`src/common/exarb_pkg.sv`:
```
/*
  Shared constants and types for the external bus arbitration block.
  Assumes one 125 MHz core clock and active-low wired lines on the bus.
*/
package exarb_pkg;
  localparam int          EXARB_NUM_PEERS   = 8;
  localparam int          EXARB_ID_W        = 3;
  localparam logic [2:0]  EXARB_ID_ZERO     = 3'h0;
  localparam logic [3:0]  EXARB_LOCAL_SPACE = 4'h0;
  localparam int          EXARB_HOST_MSB    = 31;
  localparam int          EXARB_HOST_LSB    = 28;
  localparam logic [7:0]  EXARB_REQ_IDLE    = 8'hFF;
  localparam int          EXARB_SREF_CYCLES = 4;
  localparam logic [2:0]  EXARB_SREF_CNT_W3 = 3'h4;

  typedef enum logic [5:0] {
    EXARB_IDLE   = 6'h01,
    EXARB_OWN    = 6'h02,
    EXARB_SREF   = 6'h04,
    EXARB_HOSTED = 6'h08,
    EXARB_YIELD  = 6'h10,
    EXARB_WAIT   = 6'h20
  } exarb_state_t;

  // Host space decode of an address
  function automatic logic exarb_is_host_space(input logic [31:0] addr);
    return addr[EXARB_HOST_MSB:EXARB_HOST_LSB] != EXARB_LOCAL_SPACE;
  endfunction

  // Priority winner among low-active requests, rotating after last owner
  function automatic logic [2:0] exarb_next_owner(input logic [7:0] req_n, input logic [2:0] last);
    logic [2:0] idx;
    logic [2:0] win;
    win = last;
    for (int i = 8; i >= 1; i--) begin
      idx = 3'(int'(last) + i);
      if (!req_n[idx]) begin
        win = idx;
      end
    end
    return win;
  endfunction
endpackage

```
`src/common/exarb_if.sv`:
```
/*
  Wires of the shared arbitration bus between a processor end and a host end.
  Assumes the bench resolves wired-AND lines from the enables given here.
*/
interface exarb_if;
  logic [7:0]  peer_request_lines;
  logic        host_request_n;
  logic        host_grant_n;
  logic        host_grant_oe;
  logic        host_back_off_n;
  logic        core_priority_line_in_n;
  logic        core_priority_line_oe;
  logic        dma_priority_line_in_n;
  logic        dma_priority_line_oe;
  logic        priority_pullup_en;
  logic        locked_bus_indication_n;
  logic        master_indicator_n;
  logic        bus_outputs_oe;
  logic        sdram_self_refresh;
  logic [31:0] outstanding_addr;

  modport device (
    input  peer_request_lines, host_request_n, host_back_off_n,
           core_priority_line_in_n, dma_priority_line_in_n,
    output host_grant_n, host_grant_oe, core_priority_line_oe, dma_priority_line_oe,
           priority_pullup_en, locked_bus_indication_n, master_indicator_n,
           bus_outputs_oe, sdram_self_refresh, outstanding_addr
  );
  modport host (
    output host_request_n, host_back_off_n,
    input  host_grant_n, host_grant_oe, bus_outputs_oe, sdram_self_refresh,
           outstanding_addr, master_indicator_n
  );
endinterface

```
`src/design/exarb_device.sv`:
```
/*
  Processor end of the external bus arbitration: own request line, peer
  watching, host request and grant, back-off, lock and priority lines.
  Assumes peer request lines reach it as one resolved low-active vector and
  that request lines of absent processors idle high.
*/
module exarb_device
  import exarb_pkg::*;
#(
  parameter int SREF_CYCLES = EXARB_SREF_CYCLES
) (
  input  wire logic                         core_clk,
  input  wire logic                         reset_n,
  input  wire logic [exarb_pkg::EXARB_ID_W-1:0] processor_identifier,
  input  wire logic                         master_strap_in,
  input  wire logic                         want_bus,
  input  wire logic                         xact_active,
  input  wire logic                         xact_done,
  input  wire logic [31:0]                  xact_addr,
  input  wire logic                         lock_req,
  input  wire logic                         core_access,
  input  wire logic                         hp_dma_access,
  input  wire logic                         bg_dma_only,
  output logic                              own_request_n,
  output logic [2:0]                        own_request_index,
  output logic                              master_strap,
  output logic                              owns_bus,
  output logic                              xact_abort,
  output logic                              must_yield,
  exarb_if.device                           bus
);
  import exarb_pkg::*;

  // ----------------------------------------------------------------
  // Reset strap and identifier capture
  // ----------------------------------------------------------------
  logic       strap_done;
  logic [2:0] my_id;
  logic [2:0] last_owner;

  always_ff @(posedge core_clk or negedge reset_n) begin
    if (!reset_n) begin
      strap_done   <= 1'b0;
      master_strap <= 1'b0;
      my_id        <= EXARB_ID_ZERO;
    end else if (!strap_done) begin
      strap_done   <= 1'b1;
      master_strap <= master_strap_in;
      my_id        <= processor_identifier;
    end
  end

  // ----------------------------------------------------------------
  // Arbitration
  // ----------------------------------------------------------------
  exarb_state_t state;
  exarb_state_t next_state;
  logic [7:0]   peers_n;
  logic [2:0]   winner;
  logic         host_req;
  logic         backoff;
  logic         prio_core;
  logic         prio_dma;
  logic         preempt;
  logic [2:0]   sref_cnt;

  assign host_req  = !bus.host_request_n;
  assign backoff   = !bus.host_back_off_n;
  assign prio_core = !bus.core_priority_line_in_n;
  assign prio_dma  = !bus.dma_priority_line_in_n;
  assign peers_n   = bus.peer_request_lines;
  assign winner    = exarb_next_owner(peers_n, last_owner);
  // Slave priority raised while we only run lower-priority DMA
  assign preempt   = bg_dma_only && ((prio_core && !core_access) || (prio_dma && !hp_dma_access));
  assign must_yield = (state == EXARB_OWN) && (host_req || preempt ||
                      (peers_n != (EXARB_REQ_IDLE & ~(8'h01 << my_id))));
  assign xact_abort = (state == EXARB_OWN) && backoff && xact_active
                      && exarb_is_host_space(xact_addr);

  always_comb begin
    next_state = state;
    unique case (state)
      EXARB_IDLE: begin
        if (!host_req && strap_done && want_bus && winner == my_id && !peers_n[my_id]) begin
          next_state = EXARB_OWN;
        end
      end
      EXARB_OWN: begin
        if (xact_abort) begin
          next_state = host_req ? EXARB_SREF : EXARB_YIELD;
        end else if ((!xact_active || xact_done) && !lock_req) begin
          if (host_req) begin
            next_state = EXARB_SREF;
          end else if (!want_bus || must_yield) begin
            next_state = EXARB_YIELD;
          end
        end
      end
      EXARB_SREF: begin
        if (sref_cnt == 3'(SREF_CYCLES - 1)) begin
          next_state = EXARB_HOSTED;
        end
      end
      EXARB_HOSTED: begin
        if (!host_req) begin
          next_state = EXARB_WAIT;
        end
      end
      EXARB_YIELD: next_state = EXARB_WAIT;
      EXARB_WAIT:  next_state = EXARB_IDLE;
      default:     next_state = EXARB_IDLE;
    endcase
  end

  always_ff @(posedge core_clk or negedge reset_n) begin
    if (!reset_n) begin
      state <= EXARB_IDLE;
    end else begin
      state <= next_state;
    end
  end

  always_ff @(posedge core_clk or negedge reset_n) begin
    if (!reset_n) begin
      last_owner <= EXARB_ID_ZERO;
    end else if (state == EXARB_IDLE && peers_n != EXARB_REQ_IDLE) begin
      last_owner <= winner;
    end
  end

  always_ff @(posedge core_clk or negedge reset_n) begin
    if (!reset_n) begin
      sref_cnt <= 3'h0;
    end else if (state == EXARB_SREF) begin
      sref_cnt <= sref_cnt + 3'h1;
    end else begin
      sref_cnt <= 3'h0;
    end
  end

  // ----------------------------------------------------------------
  // Pin outputs
  // ----------------------------------------------------------------
  logic grant_drv;
  logic is_master;

  assign is_master = (state == EXARB_OWN) || (state == EXARB_SREF) || (state == EXARB_HOSTED);

  always_ff @(posedge core_clk or negedge reset_n) begin
    if (!reset_n) begin
      own_request_n     <= 1'b1;
      own_request_index <= EXARB_ID_ZERO;
    end else begin
      own_request_n     <= !(strap_done && want_bus && state != EXARB_HOSTED && state != EXARB_WAIT);
      own_request_index <= my_id;
    end
  end

  always_ff @(posedge core_clk or negedge reset_n) begin
    if (!reset_n) begin
      owns_bus                 <= 1'b0;
      bus.master_indicator_n   <= 1'b1;
      bus.locked_bus_indication_n <= 1'b1;
      bus.bus_outputs_oe       <= 1'b0;
      bus.sdram_self_refresh   <= 1'b0;
      bus.outstanding_addr     <= 32'h0000_0000;
    end else begin
      owns_bus                 <= next_state == EXARB_OWN;
      bus.master_indicator_n   <= !is_master;
      bus.locked_bus_indication_n <= !(state == EXARB_OWN && lock_req);
      bus.bus_outputs_oe       <= next_state == EXARB_OWN;
      bus.sdram_self_refresh   <= next_state == EXARB_SREF || next_state == EXARB_HOSTED;
      bus.outstanding_addr     <= xact_addr;
    end
  end

  always_ff @(posedge core_clk or negedge reset_n) begin
    if (!reset_n) begin
      grant_drv <= 1'b0;
    end else begin
      grant_drv <= is_master || next_state == EXARB_HOSTED;
    end
  end

  assign bus.host_grant_oe = grant_drv;
  assign bus.host_grant_n  = !(state == EXARB_HOSTED);
  assign bus.core_priority_line_oe = strap_done && core_access && want_bus;
  assign bus.dma_priority_line_oe  = strap_done && hp_dma_access && want_bus;
  assign bus.priority_pullup_en    = strap_done && my_id == EXARB_ID_ZERO;
endmodule

```
`src/flat_wrapper.sv`:
```
// flat-port wrapper written by rule: the top's interface ports become plain ports
module exarb_device_flat import exarb_pkg::*;
#(
  parameter int SREF_CYCLES = EXARB_SREF_CYCLES
)
  (core_clk, reset_n, processor_identifier, master_strap_in, want_bus, xact_active, xact_done, xact_addr, lock_req, core_access, hp_dma_access, bg_dma_only, own_request_n, own_request_index, master_strap, owns_bus, xact_abort, must_yield, bus_peer_request_lines, bus_host_request_n, bus_host_back_off_n, bus_core_priority_line_in_n, bus_dma_priority_line_in_n, bus_host_grant_n, bus_host_grant_oe, bus_core_priority_line_oe, bus_dma_priority_line_oe, bus_priority_pullup_en, bus_locked_bus_indication_n, bus_master_indicator_n, bus_bus_outputs_oe, bus_sdram_self_refresh, bus_outstanding_addr);
  exarb_if bus_i ();
  input  wire logic core_clk;
  input  wire logic reset_n;
  input  wire logic [exarb_pkg::EXARB_ID_W-1:0] processor_identifier;
  input  wire logic master_strap_in;
  input  wire logic want_bus;
  input  wire logic xact_active;
  input  wire logic xact_done;
  input  wire logic [31:0] xact_addr;
  input  wire logic lock_req;
  input  wire logic core_access;
  input  wire logic hp_dma_access;
  input  wire logic bg_dma_only;
  output logic own_request_n;
  output logic [2:0] own_request_index;
  output logic master_strap;
  output logic owns_bus;
  output logic xact_abort;
  output logic must_yield;
  input wire logic [$bits(bus_i.peer_request_lines)-1:0] bus_peer_request_lines;
  input wire logic [$bits(bus_i.host_request_n)-1:0] bus_host_request_n;
  input wire logic [$bits(bus_i.host_back_off_n)-1:0] bus_host_back_off_n;
  input wire logic [$bits(bus_i.core_priority_line_in_n)-1:0] bus_core_priority_line_in_n;
  input wire logic [$bits(bus_i.dma_priority_line_in_n)-1:0] bus_dma_priority_line_in_n;
  output wire logic [$bits(bus_i.host_grant_n)-1:0] bus_host_grant_n;
  output wire logic [$bits(bus_i.host_grant_oe)-1:0] bus_host_grant_oe;
  output wire logic [$bits(bus_i.core_priority_line_oe)-1:0] bus_core_priority_line_oe;
  output wire logic [$bits(bus_i.dma_priority_line_oe)-1:0] bus_dma_priority_line_oe;
  output wire logic [$bits(bus_i.priority_pullup_en)-1:0] bus_priority_pullup_en;
  output wire logic [$bits(bus_i.locked_bus_indication_n)-1:0] bus_locked_bus_indication_n;
  output wire logic [$bits(bus_i.master_indicator_n)-1:0] bus_master_indicator_n;
  output wire logic [$bits(bus_i.bus_outputs_oe)-1:0] bus_bus_outputs_oe;
  output wire logic [$bits(bus_i.sdram_self_refresh)-1:0] bus_sdram_self_refresh;
  output wire logic [$bits(bus_i.outstanding_addr)-1:0] bus_outstanding_addr;
  assign bus_i.peer_request_lines = bus_peer_request_lines;
  assign bus_i.host_request_n = bus_host_request_n;
  assign bus_i.host_back_off_n = bus_host_back_off_n;
  assign bus_i.core_priority_line_in_n = bus_core_priority_line_in_n;
  assign bus_i.dma_priority_line_in_n = bus_dma_priority_line_in_n;
  assign bus_host_grant_n = bus_i.host_grant_n;
  assign bus_host_grant_oe = bus_i.host_grant_oe;
  assign bus_core_priority_line_oe = bus_i.core_priority_line_oe;
  assign bus_dma_priority_line_oe = bus_i.dma_priority_line_oe;
  assign bus_priority_pullup_en = bus_i.priority_pullup_en;
  assign bus_locked_bus_indication_n = bus_i.locked_bus_indication_n;
  assign bus_master_indicator_n = bus_i.master_indicator_n;
  assign bus_bus_outputs_oe = bus_i.bus_outputs_oe;
  assign bus_sdram_self_refresh = bus_i.sdram_self_refresh;
  assign bus_outstanding_addr = bus_i.outstanding_addr;
  exarb_device #(.SREF_CYCLES(SREF_CYCLES)) u_core (.core_clk(core_clk), .reset_n(reset_n), .processor_identifier(processor_identifier), .master_strap_in(master_strap_in), .want_bus(want_bus), .xact_active(xact_active), .xact_done(xact_done), .xact_addr(xact_addr), .lock_req(lock_req), .core_access(core_access), .hp_dma_access(hp_dma_access), .bg_dma_only(bg_dma_only), .own_request_n(own_request_n), .own_request_index(own_request_index), .master_strap(master_strap), .owns_bus(owns_bus), .xact_abort(xact_abort), .must_yield(must_yield), .bus(bus_i));
endmodule
```
`config.mk`:
```
export PLATFORM = sky130hd
export DESIGN_NAME = exarb_device_flat
export DESIGN_NICKNAME = d
export VERILOG_FILES = /design/src/common/exarb_pkg.sv /design/src/common/exarb_if.sv /design/src/design/exarb_device.sv /design/src/flat_wrapper.sv
export SDC_FILE = /design/constraint.sdc
export NUM_CORES = 1
export LEC_CHECK = 0
export BUFFER_PORTS_ARGS = -buffer_cell sky130_fd_sc_hd__buf_2
export CAP_MARGIN = 20
export CORE_ASPECT_RATIO = 0.8
export CORE_MARGIN = 1
export CORE_UTILIZATION = 41
export DETAILED_ROUTE_END_ITERATION = 10
export PLACE_DENSITY = 0.67
export SETUP_SLACK_MARGIN = 0.1
export SYNTH_ARGS = -nofsm -noshare
export SYNTH_HDL_FRONTEND = slang
export SYNTH_SLANG_ARGS = --single-unit
```
`constraint.sdc`:
```
create_clock -name core_clk -period 4.34 [get_ports core_clk]
set_clock_uncertainty 0.15 [all_clocks]
set_input_delay 0.651 -clock core_clk [delete_from_list [all_inputs] [get_ports core_clk]]
set_output_delay 0.651 -clock core_clk [all_outputs]
set_load 0.005 [all_outputs]
```
Word level (Yosys, flattened, before mapping)
Cells that the tools add are included.
- add/sub/neg operators: 9
- magnitude comparators: 9
- equal/unequal tests: 14
- reductions and logical operators: 47
- shifts and indexed selects: 1
- bitwise operators: 1
- multiplexer cells: 36
- operator list (kind ; count):
    $mux W6 ; 7
    $lt A3 B4 Y1 const B ; 9
    $pmux W6 S5 ; 1
    $bmux W1 S3 ; 9
    $mux W3 ; 9
    $logic_and A1 B1 Y1 ; 22
    $logic_not A1 Y1 ; 14
    $add A3 B3 Y3 const B ; 4
    $eq A6 B2 Y1 const B ; 2
    $eq A6 B3 Y1 const B ; 2
    $eq A6 B4 Y1 const B ; 2
    $add A3 B1 Y3 const B ; 3
    $logic_or A1 B1 Y1 ; 9
    $mux W1 ; 9
    $ne A8 B8 Y1 ; 1
    $ne A8 B8 Y1 const B ; 1
    $not A8 Y8 ; 1
    $shl A1 B3 Y8 const A ; 1
    $add A3 B2 Y3 const B ; 2
    $eq A6 B1 Y1 const B ; 1
    $eq A6 B5 Y1 const B ; 1
    $ne A6 B4 Y1 const B ; 1
    $ne A6 B6 Y1 const B ; 1
    $mux W5 ; 1
    other kinds (4) ; 4
- output and inout bits: 49
- input bits: 57
- word-level logic and storage cells: 131
- register bits: 58

Depth between registers and ports, before layout
- depth after elaboration: 18
- depth in mapped cells: 13

Worst setup path after synthesis
OpenSTA, ideal clock, no wires.
- kind: reg2reg
- start: register u_core.last_owner[0]
- end: register u_core.state[0]
- data required time: 4.108 ns
- path slack: 0.992 ns
- setup time: 0.082 ns
- stages on the path, launching flop included: 13
- arrival time: 3.116 ns
- cells stage by stage: dfrtp_1 buf_6 buf_6 inv_1 ha_1 clkbuf_2 mux4_2 mux2_4 nor2b_4 a2111o_1 a2111oi_4 nand4_2 a211o_1
- longest elaborated chain between the ends: 16
- ends and longest elaborated chain (item ; RTL line ; text):
    start, declared ; exarb_device.sv:39 ; logic [2:0] last_owner;
    start signal, assigned ; exarb_device.sv:127 ; last_owner <= winner;
    $add A3 B1 Y3 ; exarb_pkg.sv:36 ; idx = 3'(int'(last) + i);
    $bmux W1 S3 ; exarb_pkg.sv:37 ; if (!req_n[idx]) begin
    $mux W1 (not written as such) ; exarb_pkg.sv:37 ;
    $mux W3 (7 in a row) ; exarb_pkg.sv:37 ;
    $mux W3 * ; exarb_pkg.sv:37 ;
    $eq A3 B3 Y1 * ; exarb_device.sv:84 ; if (!host_req && strap_done && want_bus && winner == my_id && !peers_n[my_id]) begin
    $logic_and A1 B1 Y1 * (2 in a row) ; exarb_device.sv:84 ;
    $mux W6 * ; exarb_device.sv:84 ;
    $pmux W6 S5 * ; exarb_device.sv:82 ; unique case (state)
    net u_core.next_state[0] ; exarb_device.sv:57 ; exarb_state_t next_state;
    end signal, assigned ; exarb_device.sv:119 ; state <= next_state;
    end, declared ; exarb_device.sv:56 ; exarb_state_t state;
The timed path passes the listed nets; every way through them passes the cells marked *. The select of a mux whose other input is x is not followed.
A chain may end at the register's enable or synchronous reset.

Worst setup path after layout
- start: register u_core.last_owner[1]
- end: register u_core.state[0]
Same word-level chain as after synthesis.

==> metrics.txt <==
M2 GR Usage=between 30% and 40%; Yosys reg bits=58; Initial Util=43.5%; crit path kind=register to register; Die H=about 80 um; synthesized area per cell=about 12 um2; number of diodes=0; WL/cell=16.5 um; # rows=27; most used flip-flop cell after synthesis=dfrtp_1; post-synthesis instance total=about 270; initial antenna violation count=0; period utilisation layout=a little under nine tenths; P_int=between 0.0015 and 0.002 W; outcome=finished, final reports clean; CTS resizes=0; Placed Instances=between 400 and 500; Via Count=about 2500; Sw Share=39.6%; launch point of the critical path=u_core.last_owner[1]$_DFFE_PN0P_; Critical Path RT=~4.5 ns; Reg clk slew, reported paths=0.07 ns; most common cell after layout, fill and taps aside=buf_2; DP Area=approximately 3600 um2; RSZ-0062 raised after global routing=no; pin count of the biggest net entering global routing=38; final hold vios=0; CP Buf/Inv Count=1; H-tree level count=3; power share of the combinational group=49.9%; Fmax achieved=0.268 GHz; Total GRT Usage=20.4%; Iteration-0 DRC Markers=178; clk sinks=58; layout cells sized above 1=~40%; sw power=0.00101 W; Yosys warnings=0; Syn-to-layout area delta=25.0%; final worst path period need=roughly 3.7 ns; Post-Syn Area=3090 um2; Worst Hold Class=input pin to asynchronous set/reset pin; Post-layout nets=between 400 and 500; detailed placement HPWL=5560 um; Sum Neg Setup Slack=0 ns; Finish-stage setup viols=0; Post-synth EDFFs=0; FFs w/ async S/R, synth=100%; most frequent cells in the layout=buf_2 (105), dfrtp_1 (54), nor2_1 (19); gr busiest metal=met2; DRT Pass-1 Iters=5; crit-path max FO=12; CTS tree=done; Slew Limit Fails=0; slowest stage cell, crit path=dfrtp_1; number of setup buffers added after CTS=0; Post-CTS Hold Buffers=0; CTS Buffer Depth=2; Tightest Pin Transition=approximately 0.7 ns; Finished Cell Area=between 3000 and 4000 um2; Yosys cell types=64; vias in the first global route=approximately 2400; M3 GR Usage=between 6 and 7%; cell family with most CP delay=compound AO/OA/AOI/OAI gates; DRC=0; Skew-Pair Late Insertion Delay=approximately 0.34 ns; Routed WL=7620 um; full die area=7880 um2; max_slew headroom=around 53%; fill cell total of the finished layout=627; Chip Width=about 99 um; Via density=roughly 5.5; register area share after synthesis=between 40 and 50%; WHS=~0.13 ns; Pleak=~1.9 nW; share of power burned in registers=approximately a quarter; Post-Syn Nets=about 330; worst r2r src=u_core.last_owner[1]$_DFFE_PN0P_; Core Region=between 7000 and 8000 um2; power per standard cell area=between 600 and 700 nW/um2; first-pass GRT wire length=12200 um; antenna viol nets, final=0; Startpoint Class=register; CTS Root Cell=clkbuf_8; CTS buffer count=9; GRT overflow=0; count of input and output buffers=around 110; Worst Path Arrival=about 3.8 ns; CP peak stage delay=between 0.6 and 0.7 ns; maxcap violations=0; final cell count without fillers=~460; I/O pin total=approximately 110; Critical Path End Type=register; Max VDD drop=about 0.00032 V; GPL Wtd Cong=around 0.88; Clock Power Share=between 20% and 30%; CP Cell Sequence=inv_1 > ha_1 > mux4_2 > mux2_4 > nor2b_4 > a2111o_1 > a2111oi_4 > nand4_2 > a211o_1; met1 Use GR=between 20% and 30%
## path summary, 6_finish.rpt
check / slack (ns) / endpoint / depth (start not counted)
min in group core_clk: 0.26 / u_core.bus.outstanding_addr[18]$_DFF_PN0_ / 1
max reg2reg: 0.61 / u_core.state[0]$_DFF_PN1_ / 9
max in group asynchronous: 3.07 / u_core.bus.outstanding_addr[20]$_DFF_PN0_ / 2
min reg2reg: 0.30 / u_core.sref_cnt[0]$_DFF_PN0_ / 1
min: 0.13 / u_core.state[2]$_DFF_PN0_ / 1
max: 0.61 / u_core.state[0]$_DFF_PN1_ / 9
## cell usage after synthesis (all sizes together) (2+ instances only)
library cell / n / share of area (%)
clkbuf: 3 / 0.45
mux4: 12 / 9.2
nor4: 3 / 0.61
or3: 3 / 0.65
mux2i: 12 / 3.9
nor3b: 4 / 0.97
inv: 13 / 1.6
o22ai: 5 / 1.0
nand3: 6 / 0.97
nand2: 14 / 1.7
a211o: 2 / 0.57
xor2: 3 / 0.85
a2111oi: 2 / 1.2
nor3: 6 / 0.97
a211oi: 3 / 0.73
o21bai: 3 / 0.73
a21o: 2 / 0.49
nor2: 19 / 2.3
dfrtp: 54 / 44
ha: 4 / 1.6
and3: 5 / 1.1
a21oi: 13 / 2.1
mux2: 6 / 2.3
nand2b: 3 / 0.61
and2: 2 / 0.41
o21ai: 11 / 1.8
buf: 12 / 3.7
dfstp: 4 / 3.4
o211ai: 2 / 0.49
nor2b: 6 / 1.5
xnor2: 5 / 1.4
## layer usage
metal | vias up | share of wire (%)
li1 | 1190 | -
met1 | 1230 | 43
met2 | 117 | 47
met3 | 11 | 8.2
met4 | 0 | 1.2
met5 | - | 0
## area by class of cell
type	count	area, um2	area share [%]
multi-input combinational	180	1450	37.7
tap	87	109	2.82
clock inverter	7	125	3.24
inverter	13	48.8	1.27
timing repair buffer	107	541	14.0
clock buffer	9	124	3.21
sequential	58	1460	37.8
## sequential cells by signal, indices dropped and copies added (netlist names)
name / cells
u_core.bus.outstanding_addr: 32
u_core.state: 6
u_core.last_owner: 3
u_core.my_id: 3
u_core.own_request_index: 3
u_core.sref_cnt: 3
u_core.bus.bus_outputs_oe: 1
u_core.bus.host_grant_oe: 1
u_core.bus.locked_bus_indication_n: 1
u_core.bus.master_indicator_n: 1
u_core.bus.sdram_self_refresh: 1
u_core.master_strap: 1
u_core.own_request_n: 1
u_core.strap_done: 1
## cell families after synthesis
| logic type | count (synthesis) | synth area share (%) |
|---|---|---|
| AOI/OAI and AO/OA | 59 | 13.7 |
| xor gates and xnor gates | 8 | 2.27 |
| adders and majority gates | 4 | 1.62 |
| buffers and inverters | 28 | 5.72 |
| DFF | 58 | 47.2 |
| muxes | 30 | 15.4 |
| other | 1 | 0.121 |
| and+or+nand+nor | 78 | 13.9 |
## power groups by stage
stage / sequential, W / combinational [W] / clock, W
2_1_floorplan: 0.000630 / 0.00105 / 0
3_5_place_dp: 0.000671 / 0.00125 / 0
4_1_cts: 0.000660 / 0.00126 / 0.000643
6_report: 0.000661 / 0.00128 / 0.000622
5_1_grt: 0.000670 / 0.00140 / 0.000664
3_3_place_gp: 0.000669 / 0.00124 / 0
## through the flow
stage          setup slack, ns  util [%]  total power (W)
4_1_cts                  0.657      54.4          0.00256
3_3_place_gp             0.811      50.9          0.00190
6_report                 0.610      54.4          0.00256
3_5_place_dp             0.647      50.9          0.00192
2_1_floorplan            0.992         -          0.00168
5_1_grt                  0.378      54.4          0.00273
(Power assumes the default switching activity.)
